<file path="config.mk">
export PLATFORM = sky130hd
export DESIGN_NAME = wut_timer
export DESIGN_NICKNAME = d
export VERILOG_FILES = /design/src/wut_pkg.sv /design/src/wut_prescale.sv /design/src/wut_timer.sv
export SDC_FILE = /design/constraint.sdc
export NUM_CORES = 1
export LEC_CHECK = 0
export ABC_AREA = 1
export BUFFER_PORTS_ARGS = -buffer_cell sky130_fd_sc_hd__buf_2
export CAP_MARGIN = 0
export CORE_UTILIZATION = 50
export CTS_CLUSTER_SIZE = 28
export DETAILED_ROUTE_END_ITERATION = 10
export HOLD_SLACK_MARGIN = 0.1
export PLACE_DENSITY_LB_ADDON = 0.2
export SYNTH_ARGS = -nofsm -noshare
export SYNTH_HDL_FRONTEND = slang
export SYNTH_HIERARCHICAL = 1
export SYNTH_SLANG_ARGS = --single-unit
export TNS_END_PERCENT = 5
</file>
<file path="constraint.sdc">
create_clock -name clk -period 4.35 [get_ports clk]
set_input_delay 1.305 -clock clk [delete_from_list [all_inputs] [get_ports clk]]
set_output_delay 1.305 -clock clk [all_outputs]
set_load 0.005 [all_outputs]
</file>
<file path="src/wut_pkg.sv">
// Constants, register map and field layout of the wake-up timer
package wut_pkg;

  // Register byte addresses
  localparam logic [31:0] WUT_OFF_LOAD  = 32'hffff0340;
  localparam logic [31:0] WUT_OFF_VALUE = 32'hffff0344;
  localparam logic [31:0] WUT_OFF_CFG   = 32'hffff0348;
  localparam logic [31:0] WUT_OFF_CLR   = 32'hffff034c;
  localparam logic [31:0] WUT_OFF_CAP   = 32'hffff0350;
  localparam logic [31:0] WUT_OFF_STS   = 32'hffff0354;
  localparam logic [31:0] WUT_OFF_MASK  = 32'hffff0358;

  // Reset values
  localparam logic [31:0] WUT_RST_LOAD  = 32'h0;
  localparam logic [31:0] WUT_RST_VALUE = 32'h0;
  localparam logic [10:0] WUT_RST_CFG   = 11'h0;

  // timer_config fields
  localparam int WUT_CFG_W      = 11;
  localparam int WUT_PRE_LSB    = 0;
  localparam int WUT_PRE_MSB    = 3;
  localparam int WUT_FMT_LSB    = 4;
  localparam int WUT_FMT_MSB    = 5;
  localparam int WUT_MODE_BIT   = 6;
  localparam int WUT_EN_BIT     = 7;
  localparam int WUT_DIR_BIT    = 8;
  localparam int WUT_SRC_LSB    = 9;
  localparam int WUT_SRC_MSB    = 10;

  typedef enum logic [1:0] {
    WUT_SRC_OSC  = 2'h0,
    WUT_SRC_CORE = 2'h1,
    WUT_SRC_XTAL = 2'h2,
    WUT_SRC_PLL  = 2'h3
  } wut_src_e;

  typedef enum logic [1:0] {
    WUT_FMT_BIN  = 2'h0,
    WUT_FMT_RSV  = 2'h1,
    WUT_FMT_H23  = 2'h2,
    WUT_FMT_H255 = 2'h3
  } wut_fmt_e;

  // Clock-of-day limits
  localparam logic [7:0] WUT_HUND_MAX = 8'h63;
  localparam logic [7:0] WUT_MS_MAX   = 8'h3b;
  localparam logic [7:0] WUT_H23_MAX  = 8'h17;
  localparam logic [7:0] WUT_H255_MAX = 8'hff;

  // Interrupt status bits and external enable bit
  localparam int WUT_EVT_W      = 2;
  localparam int WUT_STS_OVF    = 0;
  localparam int WUT_STS_CAP    = 1;
  localparam int WUT_INTERRUPT_ENABLE_MASK_BIT  = 4;

  localparam logic [1:0] WUT_RESP_OKAY   = 2'h0;
  localparam logic [1:0] WUT_RESP_SLVERR = 2'h2;

endpackage : wut_pkg

</file>
<file path="src/wut_prescale.sv">
// Clock source selection and power-of-two prescaler, one tick per period
`timescale 1ns/10ps
module wut_prescale
  import wut_pkg::*;
(
  input  wire logic       clk,
  input  wire logic       reset,
  input  wire logic       enable,
  input  wire logic [1:0] src_sel,
  input  wire logic [3:0] pre_code,
  input  wire logic       osc_32k,
  input  wire logic       xtal_32k,
  input  wire logic       pll_undivided_clock,
  input  wire logic       core_clk_stopped,
  output logic            tick
);

  typedef struct packed {
    logic [2:0]  prev;
    logic [14:0] div;
    logic        tick;
  } wut_pre_s;

  wut_pre_s   s_r;
  wut_pre_s   s_nxt;
  logic       src_edge;
  logic [15:0] mask;

  always_comb
  begin
    s_nxt      = s_r;
    s_nxt.prev = {pll_undivided_clock, xtal_32k, osc_32k};
    unique case (wut_src_e'(src_sel))                        // RULE3
      WUT_SRC_OSC:  src_edge = osc_32k & ~s_r.prev[0];
      WUT_SRC_CORE: src_edge = ~core_clk_stopped;
      WUT_SRC_XTAL: src_edge = xtal_32k & ~s_r.prev[1];
      WUT_SRC_PLL:  src_edge = pll_undivided_clock & ~s_r.prev[2];
    endcase
    // Divide by two to the power of the code: 0,4,8,15 give 1,16,256,32768
    mask       = (16'h1 << pre_code) - 16'h1;                // RULE4
    s_nxt.tick = enable & src_edge & ((s_r.div & mask[14:0]) == mask[14:0]);
    if (!enable)
    begin
      s_nxt.div = '0;
    end
    else if (src_edge)
    begin
      s_nxt.div = s_r.div + 15'h1;
    end
  end

  always_ff @(posedge clk)
  begin
    if (reset)
    begin
      s_r <= '0;
    end
    else
    begin
      s_r <= s_nxt;
    end
  end

  assign tick = s_r.tick;

endmodule : wut_prescale

</file>
<file path="src/wut_timer.sv">
// Wake-up timer with AXI4-Lite register slave and interrupt
// Functional notes
// [RULE1] Counter is 32 bits wide and counts either down or up.
// [RULE2] Config bit 8 picks direction: 1 up, 0 down; down after reset.
// [RULE3] Config bits 10:9 pick the clock: osc, core, crystal, PLL.
// [RULE4] Config bits 3:0 set prescaler: divide by 1, 16, 256, 32768.
// [RULE5] Software should use divide-by-256 with either clock-of-day format.
// [RULE6] Config bit 7 starts or stops counting; stopped after reset.
// [RULE7] Config bit 6 picks periodic (1) or free-running (0) mode.
// [RULE8] Config bits 5:4 pick binary or clock-of-day with 23 or 255 hours.
// [RULE9] Load value enters the counter on overflow in periodic mode and on clear writes.
// [RULE10] Any write to the clear register clears the pending interrupt; the code clears only the overflow status bit, not the capture bit.
// [RULE11] Counting continues while the processor core clock is stopped; with the core clock source selected the code stops counting then.
// [RULE12] Capture works only while enable mask bit 4 is set.
// [RULE13] Value register reads the live count; zero after reset.
// [RULE14] Load register is read/write and zero after reset.
// [RULE15] Config bits 31:11 are reserved and read as zero.
// [RULE16] Passing the terminal value interrupts; periodic reloads, free wraps.
// [RULE17] Clock-of-day rolls hundredths at 100, seconds and minutes at 60.
//
// Added by the designer: the AXI4-Lite slave port.
`timescale 1ns/10ps
module wut_timer
  import wut_pkg::*;
(
  input  wire logic        clk,
  input  wire logic        reset,
  input  wire logic [31:0] s_axi_awaddr,
  input  wire logic        s_axi_awvalid,
  output logic             s_axi_awready,
  input  wire logic [31:0] s_axi_wdata,
  input  wire logic [3:0]  s_axi_wstrb,
  input  wire logic        s_axi_wvalid,
  output logic             s_axi_wready,
  output logic [1:0]       s_axi_bresp,
  output logic             s_axi_bvalid,
  input  wire logic        s_axi_bready,
  input  wire logic [31:0] s_axi_araddr,
  input  wire logic        s_axi_arvalid,
  output logic             s_axi_arready,
  output logic [31:0]      s_axi_rdata,
  output logic [1:0]       s_axi_rresp,
  output logic             s_axi_rvalid,
  input  wire logic        s_axi_rready,
  input  wire logic        osc_32k,
  input  wire logic        xtal_32k,
  input  wire logic        pll_undivided_clock,
  input  wire logic        core_clk_stopped,
  input  wire logic        capture_evt,
  input  wire logic [31:0] interrupt_enable_mask,
  output logic             irq
);

  typedef struct packed {
    logic [31:0]          rl;
    logic [WUT_CFG_W-1:0] cfg;
    logic [31:0]          cnt;
    logic [31:0]          cap;
    logic [WUT_EVT_W-1:0] sts;
    logic [WUT_EVT_W-1:0] msk;
    logic                 aw_got;
    logic [31:0]          aw_addr;
    logic                 w_got;
    logic [31:0]          wdata;
    logic [3:0]           wstrb;
    logic                 awready;
    logic                 wready;
    logic                 bvalid;
    logic [1:0]           bresp;
    logic                 arready;
    logic                 rvalid;
    logic [31:0]          rdata;
    logic [1:0]           rresp;
    logic                 irq;
  } wut_top_s;

  wut_top_s    s_r;
  wut_top_s    s_nxt;
  logic        tick;
  logic        do_wr;
  logic        clr_wr;
  logic        rd_acc;
  logic        ovf_evt;
  logic        cap_evt;
  logic        run;
  logic        up;
  logic        periodic;
  logic        hms;
  logic        term;
  logic [7:0]  span;
  logic [31:0] step;

  function automatic logic [31:0] wut_merge(
    input logic [31:0] old_v,
    input logic [31:0] new_v,
    input logic [3:0]  strb
  );
    logic [31:0] res;
    res = old_v;
    for (int i = 0; i < 4; i++)
    begin
      if (strb[i])
      begin
        res[i*8 +: 8] = new_v[i*8 +: 8];
      end
    end
    return res;
  endfunction : wut_merge

  // Fields: hours 31:24, minutes 23:16, seconds 15:8, hundredths 7:0
  function automatic logic [31:0] wut_hms_step(
    input logic [31:0] v,
    input logic        cnt_up,
    input logic [7:0]  hmax
  );
    logic [7:0] f   [4];
    logic [7:0] lim [4];
    logic       carry;
    logic       wrap;
    for (int i = 0; i < 4; i++)
    begin
      f[i] = v[i*8 +: 8];
    end
    lim[0] = WUT_HUND_MAX;
    lim[1] = WUT_MS_MAX;
    lim[2] = WUT_MS_MAX;
    lim[3] = hmax;
    carry  = 1'b1;
    // A field steps only when every field below it has wrapped
    for (int i = 0; i < 4; i++)
    begin
      wrap = cnt_up ? (f[i] >= lim[i]) : (f[i] == 8'h0);     // RULE17
      if (carry)
      begin
        f[i] = wrap ? (cnt_up ? 8'h0 : lim[i])
                    : (cnt_up ? f[i] + 8'h1 : f[i] - 8'h1);
      end
      carry = carry & wrap;
    end
    return {f[3], f[2], f[1], f[0]};
  endfunction : wut_hms_step

  // Nothing here looks at the core clock state except the core source itself
  wut_prescale u_prescale (                                    // RULE11
    .clk                 (clk),
    .reset               (reset),
    .enable              (s_r.cfg[WUT_EN_BIT]),
    .src_sel             (s_r.cfg[WUT_SRC_MSB:WUT_SRC_LSB]),
    .pre_code            (s_r.cfg[WUT_PRE_MSB:WUT_PRE_LSB]),
    .osc_32k             (osc_32k),
    .xtal_32k            (xtal_32k),
    .pll_undivided_clock (pll_undivided_clock),
    .core_clk_stopped    (core_clk_stopped),
    .tick                (tick)
  );

  always_comb
  begin
    s_nxt    = s_r;
    run      = s_r.cfg[WUT_EN_BIT];                            // RULE6
    up       = s_r.cfg[WUT_DIR_BIT];                           // RULE2
    periodic = s_r.cfg[WUT_MODE_BIT];                          // RULE7
    // Reserved format 01 counts as plain binary
    hms      = s_r.cfg[WUT_FMT_MSB];                           // RULE8
    span     = s_r.cfg[WUT_FMT_LSB] ? WUT_H255_MAX : WUT_H23_MAX;

    // Write address and data may arrive in either order
    if (s_r.awready && s_axi_awvalid)
    begin
      s_nxt.aw_got  = 1'b1;
      s_nxt.aw_addr = s_axi_awaddr;
    end
    if (s_r.wready && s_axi_wvalid)
    begin
      s_nxt.w_got = 1'b1;
      s_nxt.wdata = s_axi_wdata;
      s_nxt.wstrb = s_axi_wstrb;
    end
    do_wr  = s_r.aw_got && s_r.w_got && !s_r.bvalid;
    clr_wr = do_wr && (s_r.aw_addr == WUT_OFF_CLR);
    if (s_r.bvalid && s_axi_bready)
    begin
      s_nxt.bvalid = 1'b0;
    end
    if (do_wr)
    begin
      s_nxt.aw_got = 1'b0;
      s_nxt.w_got  = 1'b0;
      s_nxt.bvalid = 1'b1;
      s_nxt.bresp  = WUT_RESP_OKAY;
      case (s_r.aw_addr)
        WUT_OFF_LOAD:
          s_nxt.rl = wut_merge(s_r.rl, s_r.wdata, s_r.wstrb);  // RULE14
        WUT_OFF_CFG:
          s_nxt.cfg = WUT_CFG_W'(wut_merge({21'h0, s_r.cfg}, s_r.wdata,
                                           s_r.wstrb));        // RULE15
        WUT_OFF_MASK:
          s_nxt.msk = WUT_EVT_W'(wut_merge({30'h0, s_r.msk}, s_r.wdata,
                                           s_r.wstrb));
        // Read-only words take the write and ignore it; clear acts through clr_wr
        WUT_OFF_CLR, WUT_OFF_VALUE, WUT_OFF_CAP, WUT_OFF_STS: ;
        default:
          s_nxt.bresp = WUT_RESP_SLVERR;
      endcase
    end

    // Read channel
    rd_acc = s_r.arready && s_axi_arvalid;
    if (s_r.rvalid && s_axi_rready)
    begin
      s_nxt.rvalid = 1'b0;
    end
    if (rd_acc)
    begin
      s_nxt.rvalid = 1'b1;
      s_nxt.rresp  = WUT_RESP_OKAY;
      s_nxt.rdata  = 32'h0;
      case (s_axi_araddr)
        WUT_OFF_LOAD:  s_nxt.rdata = s_r.rl;
        WUT_OFF_VALUE: s_nxt.rdata = s_r.cnt;                  // RULE13
        WUT_OFF_CFG:   s_nxt.rdata = {21'h0, s_r.cfg};         // RULE15
        WUT_OFF_CAP:   s_nxt.rdata = s_r.cap;
        WUT_OFF_STS:   s_nxt.rdata = {30'h0, s_r.sts};
        WUT_OFF_MASK:  s_nxt.rdata = {30'h0, s_r.msk};
        WUT_OFF_CLR:   s_nxt.rdata = 32'h0;
        default:       s_nxt.rresp = WUT_RESP_SLVERR;
      endcase
    end

    // Counter
    if (up)
    begin
      term = hms ? (s_r.cnt == {span, WUT_MS_MAX, WUT_MS_MAX, WUT_HUND_MAX})
                 : (&s_r.cnt);
    end
    else
    begin
      term = (s_r.cnt == 32'h0);
    end
    if (hms)
    begin
      step = wut_hms_step(s_r.cnt, up, span);                  // RULE17
    end
    else
    begin
      step = up ? s_r.cnt + 32'h1 : s_r.cnt - 32'h1;           // RULE1
    end
    ovf_evt = run && tick && term && !clr_wr;                  // RULE16
    if (clr_wr)
    begin
      s_nxt.cnt = s_r.rl;                                      // RULE9
    end
    else if (run && tick)
    begin
      s_nxt.cnt = (term && periodic) ? s_r.rl : step;          // RULE16
    end

    // Capture the live count on an event while the enable bit allows it
    cap_evt = capture_evt && interrupt_enable_mask[WUT_INTERRUPT_ENABLE_MASK_BIT]; // RULE12
    if (cap_evt)
    begin
      s_nxt.cap = s_r.cnt;
    end

    // Clears first so that an event in the same cycle survives
    if (rd_acc && s_axi_araddr == WUT_OFF_STS)
    begin
      s_nxt.sts = '0;
    end
    if (clr_wr)
    begin
      s_nxt.sts[WUT_STS_OVF] = 1'b0;                           // RULE10
    end
    if (ovf_evt)
    begin
      s_nxt.sts[WUT_STS_OVF] = 1'b1;
    end
    if (cap_evt)
    begin
      s_nxt.sts[WUT_STS_CAP] = 1'b1;
    end

    s_nxt.awready = !s_nxt.aw_got && !s_nxt.bvalid;
    s_nxt.wready  = !s_nxt.w_got && !s_nxt.bvalid;
    s_nxt.arready = !s_nxt.rvalid;
    s_nxt.irq     = |(s_nxt.sts & s_nxt.msk);
  end

  always_ff @(posedge clk)
  begin
    if (reset)
    begin
      s_r         <= '0;
      s_r.rl      <= WUT_RST_LOAD;
      s_r.cnt     <= WUT_RST_VALUE;
      s_r.cfg     <= WUT_RST_CFG;
      s_r.awready <= 1'b1;
      s_r.wready  <= 1'b1;
      s_r.arready <= 1'b1;
    end
    else
    begin
      s_r <= s_nxt;
    end
  end

  assign s_axi_awready = s_r.awready;
  assign s_axi_wready  = s_r.wready;
  assign s_axi_bvalid  = s_r.bvalid;
  assign s_axi_bresp   = s_r.bresp;
  assign s_axi_arready = s_r.arready;
  assign s_axi_rvalid  = s_r.rvalid;
  assign s_axi_rdata   = s_r.rdata;
  assign s_axi_rresp   = s_r.rresp;
  assign irq           = s_r.irq;
endmodule : wut_timer

</file>
Yosys cells after proc, flatten, opt, wreduce, memory -nomap -nowiden
Cells that the tools add are included.
W data, S select, Z words.

storage, ports and cells
  logic and storage cells = 170
  ROM bits = 0
  output and inout bits = 42
  latch bits = 0
  register bits = 242
  memories kept = 0
  memory bits (writable) = 0

operators by class
  equal/unequal tests = 22
  $lt $le $gt $ge = 4
  bitwise operators = 14
  reduce and logical (&&, ||, !) cells = 43
  muxes and demuxes = 44
  shifts and indexed selects = 1
  $add $sub $neg = 12
  $mul = 0
  divide/modulo/power cells = 0

operator list
  kind                     count
  $eq A32 B32 Y1 const B   14
  $pmux W32 S6             1
  $mux W32                 5
  $mux W8                  13
  $mux W37                 1
  $mux W35                 1
  $mux W33                 1
  $add A32 B1 Y32 const B  1
  $add A8 B1 Y8 const B    4
  $eq A32 B32 Y1           1
  $logic_not A32 Y1        1
  $logic_not A8 Y1         4
  $reduce_and A32 Y1       1
  $sub A32 B1 Y32 const B  1
  $sub A8 B1 Y8 const B    4
  $reduce_and A3 Y1        6
  $ge A8 B6 Y1 const B     2
  $logic_and A1 B1 Y1      16
  $add A15 B1 Y15 const B  1
  $and A15 B15 Y15         1
  $eq A15 B15 Y1           1
  $shl A1 B4 Y15 const A   1
  $sub A15 B1 Y15 const B  1
  $reduce_or A7 Y1         2
  other kinds (19)         56

Depth between registers and ports, before layout
Gate-level depths: netlist of the first run.

  word-level depth = 9
  depth in mapped cells = 17
  mapped depth without buffers = 17

Cells and area by module
The synthesis of the first run kept the hierarchy.

modules (own cells, without submodules)
  module        area each (um2)  sequential area each (um2)  times used  cells an instance
  wut_timer     13081.3          4424.2                      1           2061
  wut_prescale  1388.8           380.4                       1           238

Worst setup path before layout of the first run
OpenSTA, ideal clock, no wires.

  path kind = input -> register
  start point = input s_axi_araddr[23]
  end point = register s_r, in the netlist s_axi_rdata[24]
  data arrival time = 2.588 ns
  slack = 1.692 ns
  stages on the path = 9
  path buffers = 2
  library setup time = 0.070 ns
  required time = 4.280 ns
  path through = nand4_1 > nor4_4 > and2_1 > buf_4 > buf_6 > nand2_1 > nand3_1 > nand2_1 > a21oi_1

between the ends
  cells in the longest elaborated chain, start to end = 2
  elaborated cells between the ends (all ways) = 7
  classes of those cells = 6 x eq/ne; 1 x mux

RTL lines
  item                  RTL line          text
  start, declared       wut_timer.sv:38   input wire logic [31:0] s_axi_araddr,
  $eq A32 B32 Y1        wut_timer.sv:218  case (s_axi_araddr)
  $pmux W32 S6 (*)      wut_timer.sv:218
  end signal, assigned  wut_timer.sv:303  s_r <= s_nxt;
  end, declared         wut_timer.sv:77   wut_top_s s_r;

Every way passes the cells marked *; elsewhere a longest branch is shown, timed or not.
A chain may end at the register's enable or synchronous reset.

Final worst setup path of the first run
  start point = register s_r[188] (netlist name)
  end point = register s_r[178] (netlist name)

between the ends
  cells in the longest elaborated chain, start to end = 7
  elaborated cells between the ends (all ways) = 19
  classes of those cells = 1 x eq/ne; 14 x mux; 2 x bitwise; 2 x reduce/logical

RTL lines
  item                                   RTL line          text
  $mux W8, or another cell as far along  wut_timer.sv:136  : (cnt_up ? f[i] + 8'h1 : f[i] - 8'h1);
  $mux W8                                wut_timer.sv:135  f[i] = wrap ? (cnt_up ? 8'h0 : lim[i])
  $mux W8                                wut_timer.sv:133  if (carry)
  $mux W32                               wut_timer.sv:240  if (hms)
  $mux W32                               wut_timer.sv:255  s_nxt.cnt = (term && periodic) ? s_r.rl : step;
  $mux W32                               wut_timer.sv:253  else if (run && tick)
  $mux W32                               wut_timer.sv:249  if (clr_wr)

Several ways; a longest one is shown, not always the timed one. The select of a mux whose other input is x is not followed.

==> run metrics, run 1 <==
Post-CTS Setup Repair Bufs 0; Initial Utilization 51.4%; Largest register FFs 178; Post-synth EDFFs 0; Tmin final 3090 ps; compound-cell area share of the yosys netlist 15.8%; sequential element share of the synthesized area 33.2%; Slew HR 40.2%; All-Layer GR Usage 29.3%; Final GP Congestion 0.984; count of cell types in the netlist 50; RSZ-0062 raised after global routing false; average wire per standard cell 15.6 um; reg-to-reg slack, setup 1260 ps; Post-Synth Adder-Cell Area 3.67%; RR Endpoint s_r[178]; Critical Path Fanout Max 21; row count 61; LEAKAGE 7.42 nW; xor and xnor area share after synthesis 1.76%; Synthesis Warnings 6; number of diodes 0; Max VDD drop 0.367 mV; DR iter-0 viols 1103; Pint 3.73 mW; global-route wire length before repair 69200 um; largest net degree at the start of global routing 68; H-tree depth 1; crit path launch type flop; clock power share 44.9%; Slew @ Worst Pin 896 ps; sw frac 23.3%; multi-input logic area 0.00817 sq mm; status completed; Min-Delay Endpoint s_r[86]; Worst Min Path Start s_r[86]; Layout area overhead 11.1%; Port Buf Inserts 152; synthesized flop and latch total 240; fin area 0.0161 sq mm; via count 14942; largest reg by FF count s_r; clock slew at reported path FFs 60 ps; sequential power share 48.1%; grt ovf 0; Final #Nets 2571; crit path max-delay cell type ha_1; Final TNS setup 0 ps; CP required 4760 ps; clock latency on the worst-skew pair 520 ps; Gate Count Post-Synth 2299; TritonCTS buffer count 25; Die W 172 um; Max Freq 324 MHz; PwrDens 302 mW/mm^2; Worst path top cell family by delay simple AND/OR/NAND/NOR gates; worst hold stages 2; Boundary Pins 186; Combinational Power Share 7.0%; final wirelength 43500 um; Detailed Routing Iterations Pass 1 5; top_reg_cell synth dfxtp_1; Data arrival, critical path 3490 ps; initial antenna violation count 0; CP Capture Type flop; Simple-Gate Fraction of Synth Area 35.2%; vias in the first global route 13748; Total Die Area 0.0296 sq mm; Core ar. 0.0282 sq mm; Final setup viols 0; clk_skew 13.5 ps; layout cell share with drive strength beyond 1 11.0%; post-cts repair resize count 0; max_cap viols 0; asr flop ratio synth 0%; Final Hold Fails 0; RR Startpoint s_r[188]; Crit path buffers/inverters 2; antenna viol nets, final 0; register area 0.00480 sq mm; DP HPWL 33100 um; worst-path cell chain inv_1, ha_1, nand2_1, nor2_1, inv_1, nor3_1, nand2_1, nand2_1, nand3_1, nand3_1, nand2_1, nor2_1, nor2_1, nor2_1, nor2_1; Crit Path Category flop to flop; via-per-instance ratio 5.37; Post-DP Area 0.0152 sq mm; mux share of post-synthesis cell area 0%; P_sw 1.13 mW; combinational family with the most area after synthesis simple AND/OR/NAND/NOR gates; Die Y 172 um; commonest non-fill, non-tap cell in the layout nand2_1; max-slew violation count 0; cell count of the worst reg-to-reg path 15; mapped cell area 0.0145 sq mm; most frequent CP cell nor2_1; commonest non-fill, non-tap cells in the layout nand2_1 (630), nor2_1 (326), dfxtp_1 (240), inv_1 (210), o21ai_0 (205); Clock Path Buffers 3; # fillers 2813; Synth Area per Inst 6.29 sq um; clk root buf clkbuf_16; clk sinks 240; TritonCTS clock tree built; hold buffers post-CTS 0; final period utilization 71.0%; number of remaining DRC errors 0; HP Class flop to flop; slowest stage delay, CP 580 ps
-- logic make-up after synthesis --
kind of cell               Yosys count
and+or+nand+nor                   1211
adders and majority gates           40
DFF                                240
other                                1
xor gates and xnor gates            29
AOI/OAI and AO/OA                  439
buffers and inverters              339
-- tightest hold or removal path: stages, from the launching register on --
cell	delay, ps
dfxtp_1	300
inv_1	60
a21oi_1	60
-- worst max path at each step --
stage / slack, ps / to / start / depth (start not counted)
finish: 1260 / s_r[178] / s_r[188] / 15
global route: 1000 / s_r[178] / s_r[188] / 15
CTS: 1320 / s_r[171] / s_r[188] / 14
detailed placement: 890 / s_axi_rdata[8] / s_axi_araddr[1] / 10
global placement: 880 / s_axi_rdata[6] / s_axi_araddr[1] / 10
floorplan: 1690 / s_axi_rdata[24] / s_axi_araddr[23] / 9
-- synthesized netlist by cell type (all sizes together), types with 4 or more instances --
master,number,area [sq um]
dfxtp,240,4800
fa,4,80.1
nand2,640,2430
a31oi,4,25.0
nand4,43,275
o211ai,17,138
nor4,8,71.3
or2,8,50.1
clkinv,4,15.0
nor2,340,1350
buf,62,459
a21oi,200,1000
xnor2,5,43.8
and2,5,31.3
nand3,138,718
nand3b,7,52.6
inv,221,830
ha,36,450
clkbuf,52,196
xor2,24,210
o21ai,208,1040
nor3,22,125
-- power groups by stage --
stage	Combinational [mW]	Sequential (mW)	Clock [mW]
final	0.340	2.34	2.18
after global routing	0.387	2.35	2.30
after floorplan	0.221	2.37	0
after detailed placement	0.338	2.39	0
after CTS	0.340	2.34	2.21
after global placement	0.329	2.38	0
-- through the flow --
step	instances	total power [mW]	utilization [%]	worst slack (ps)	hold WS [ps]
floorplan	2300	2.59	-	1690	430
global placement	2738	2.71	54.1	882	440
detailed placement	2738	2.72	54.1	892	453
CTS	2782	4.89	57.1	1320	461
global route	2782	5.03	57.1	998	481
finish	2782	4.86	57.1	1260	460
-- area by class of cell --
cell class	count	share of cell area [%]
Clock buffer	35	4.43
Inverter	225	5.26
Multi-Input combinational cell	1721	50.8
Tap cell	378	2.94
Timing Repair Buffer	174	5.91
Sequential cell	240	29.9
Clock inverter	9	0.786
-- metal layers --
metal	up-vias	GRT usage, %	share of wire (%)
met2	460	50.1	47
met4	0	13.0	4.5
li1	7590	-	-
met5	-	0	0
met3	105	3.30	5.4
met1	6787	37.0	43
(Power assumes the default switching activity.)
==> run 2, diff against run 1 <==
--- a/config.mk
+++ b/config.mk
@@ -5,7 +5,7 @@
 export SDC_FILE = /design/constraint.sdc
 export NUM_CORES = 1
 export LEC_CHECK = 0
-export ABC_AREA = 1
+export ABC_AREA = 0
 export BUFFER_PORTS_ARGS = -buffer_cell sky130_fd_sc_hd__buf_2
 export CAP_MARGIN = 0
 export CORE_UTILIZATION = 50
==> constraint.sdc (replaced) <==
create_clock -name clk -period 2.65 [get_ports clk]
set_input_delay 0.795 -clock clk [delete_from_list [all_inputs] [get_ports clk]]
set_output_delay 0.795 -clock clk [all_outputs]
set_load 0.005 [all_outputs]
==> run metrics, run 2 <==
crit path launch type flop; HP Class flop to flop; most common cell in the netlist nand2_1; largest net degree at the start of global routing 121; synthesized flop and latch total 240; Boundary Pins 186; LEAKAGE 6.72 nW; commonest non-fill, non-tap cell in the layout nand2_1; final core occ 65.7%; final wirelength 43000 um; sequential element share of the synthesized area 36.6%; CP Capture Type flop; Largest register FFs 178; final period utilization 108%; Port Buf Inserts 152; Initial Utilization 51.5%; Layout area overhead 27.5%; Die W 164 um; clk_skew 10.3 ps; TritonCTS clock tree built; max_cap viols 0; Die Y 164 um; Critical Path Fanout Max 5; Gate Count Post-Synth 1701; fin area 0.0167 sq mm; Post-synth EDFFs 0; Slew @ Worst Pin 872 ps; clock latency on the worst-skew pair 540 ps; antenna viol nets, final 0; post-place setup slack -337 ps; Commonest cells post-synth nand2_1 (355), a21oi_1 (243), dfxtp_1 (240); Worst Min Path Start s_axi_rdata[7]; Yosys top cell by area dfxtp_1; number of remaining DRC errors 0; Slew HR 41.8%; Final TNS setup -2900 ps; Final #Nets 2151; layout cell share with drive strength beyond 1 27.0%; Synth Area per Inst 7.72 sq um; CP required 3100 ps; largest reg by FF count s_r; Clock Path Buffers 3; final hold slack 448 ps; vias in the first global route 12483; max-slew violation count 0; Final WS setup -203 ps; commonest non-fill, non-tap cells in the layout nand2_1 (353), a21oi_1 (233), dfxtp_1 (232), buf_4 (214), buf_2 (151); Max VDD drop 0.488 mV; asr flop ratio synth 0%; count of cell types in the netlist 85; Post-DP Area 0.0153 sq mm; Final setup viols 26; hold buffers post-CTS 0; mapped cell area 0.0131 sq mm; global-route wire length before repair 66500 um; clk sinks 240; PwrDens 482 mW/mm^2; initial antenna violation count 0; clock slew at reported path FFs 60 ps; Final GP Congestion 0.994; Synthesis Warnings 6; DR iter-0 viols 1354; crit path from s_r[151]; # fillers 2219; failing checks setup timing; Final Hold Fails 0; All-Layer GR Usage 31.4%; grt ovf 0; H-tree depth 1; RR Startpoint s_r[151]; Crit Path Category flop to flop; Data arrival, critical path 3300 ps; TritonCTS buffer count 26; status finished with violations; DP HPWL 31800 um; Max Freq 350 MHz; RSZ-0062 raised after global routing true; via-per-instance ratio 5.92; Detailed Routing Iterations Pass 1 6; number of diodes 0; top_reg_cell synth dfxtp_1; average wire per standard cell 18.5 um; Total Die Area 0.0269 sq mm; clk root buf clkbuf_16; largest cells by area after synthesis dfxtp_1 (37%), nand2_1 (10%), a21oi_1 (9.3%); area share of the largest cell type after synthesis 36.6%; row count 58; Tmin final 2850 ps; Core ar. 0.0255 sq mm; via count 13720
run 2: changes by cell type after synthesis, sizes merged, moves of 35 or more:
| cell | delta |
|---|---|
| nand2 | -284 |
| inv | -203 |
| nor2 | -202 |
| o21ai | -164 |
| nand3 | -104 |
| a21oi | +44 |
| xnor2 | +35 |
run 2: layout make-up:
type / count / area, sq um / area share, %
multi-input cells: 1304 / 7940 / 47.4
flip-flops and latches: 240 / 4820 / 28.8
clock buffers: 30 / 706 / 4.22
repair buffers: 377 / 2580 / 15.4
inverters: 18 / 71.3 / 0.426
clock inverters: 18 / 215 / 1.29
well taps: 330 / 413 / 2.47
run 2: power breakdown:
group          switching, mW  internal (mW)
Clock                   1.56           2.31
Sequential            0.0686           3.70
Combinational          0.261          0.165
run 2: worst max-delay path, stage by stage, from the launching register on:
cell and delay, ps:
dfxtp_4 340, or4_4 530, or4_4 620, buf_4 170, nor4_4 160, a311oi_2 140
a21oi_4 270, nor2_2 50, a211o_1 240, nor4_2 250
run 2: stage by stage:
stage	total power, mW	cells
final	8.06	2317
after global routing	8.31	2317
after CTS	8.10	2307
after detailed placement	4.27	2254
after global placement	4.26	2254
after floorplan	4.09	1702
run 2: metal layers:
metal,up-vias,global-route usage [%],part of all wire [%]
met5,-,0,0
met2,500,51.0,46
met3,122,4.57,7.3
met1,6533,42.3,43
li1,6565,-,-
met4,0,11.4,3.7
run 2: path summary, 6_finish.rpt:
path                                       end  slack, ps  cells after the start
worst max-delay path                  s_r[177]       -200                      9
worst min-delay path            s_axi_rdata[7]        450                      2
worst max register to register        s_r[177]       -200                      9
worst min register to register  s_axi_rdata[7]        450                      2
run 2: what timing repair did:
item / CTS / global route
endpoints found under the setup margin: 32 / 63
pin swaps: 12 / 34
resized for setup: 41 / 43
setup buffers: 5 / 10
endpoints found under the hold margin: 0 / 0
run 2: kinds of logic (layout without fill, tap and decap cells):
family / Yosys count / in the layout / share of synthesized area [%]
xor gates and xnor gates: 53 / 53 / 3.54
AOI/OAI and AO/OA: 475 / 475 / 22.7
other: 1 / 2 / 0.0286
DFF: 240 / 240 / 36.6
adders and majority gates: 40 / 40 / 4.04
muxes: 16 / 16 / 1.32
buffers and inverters: 158 / 443 / 6.02
and+or+nand+nor: 718 / 718 / 25.7
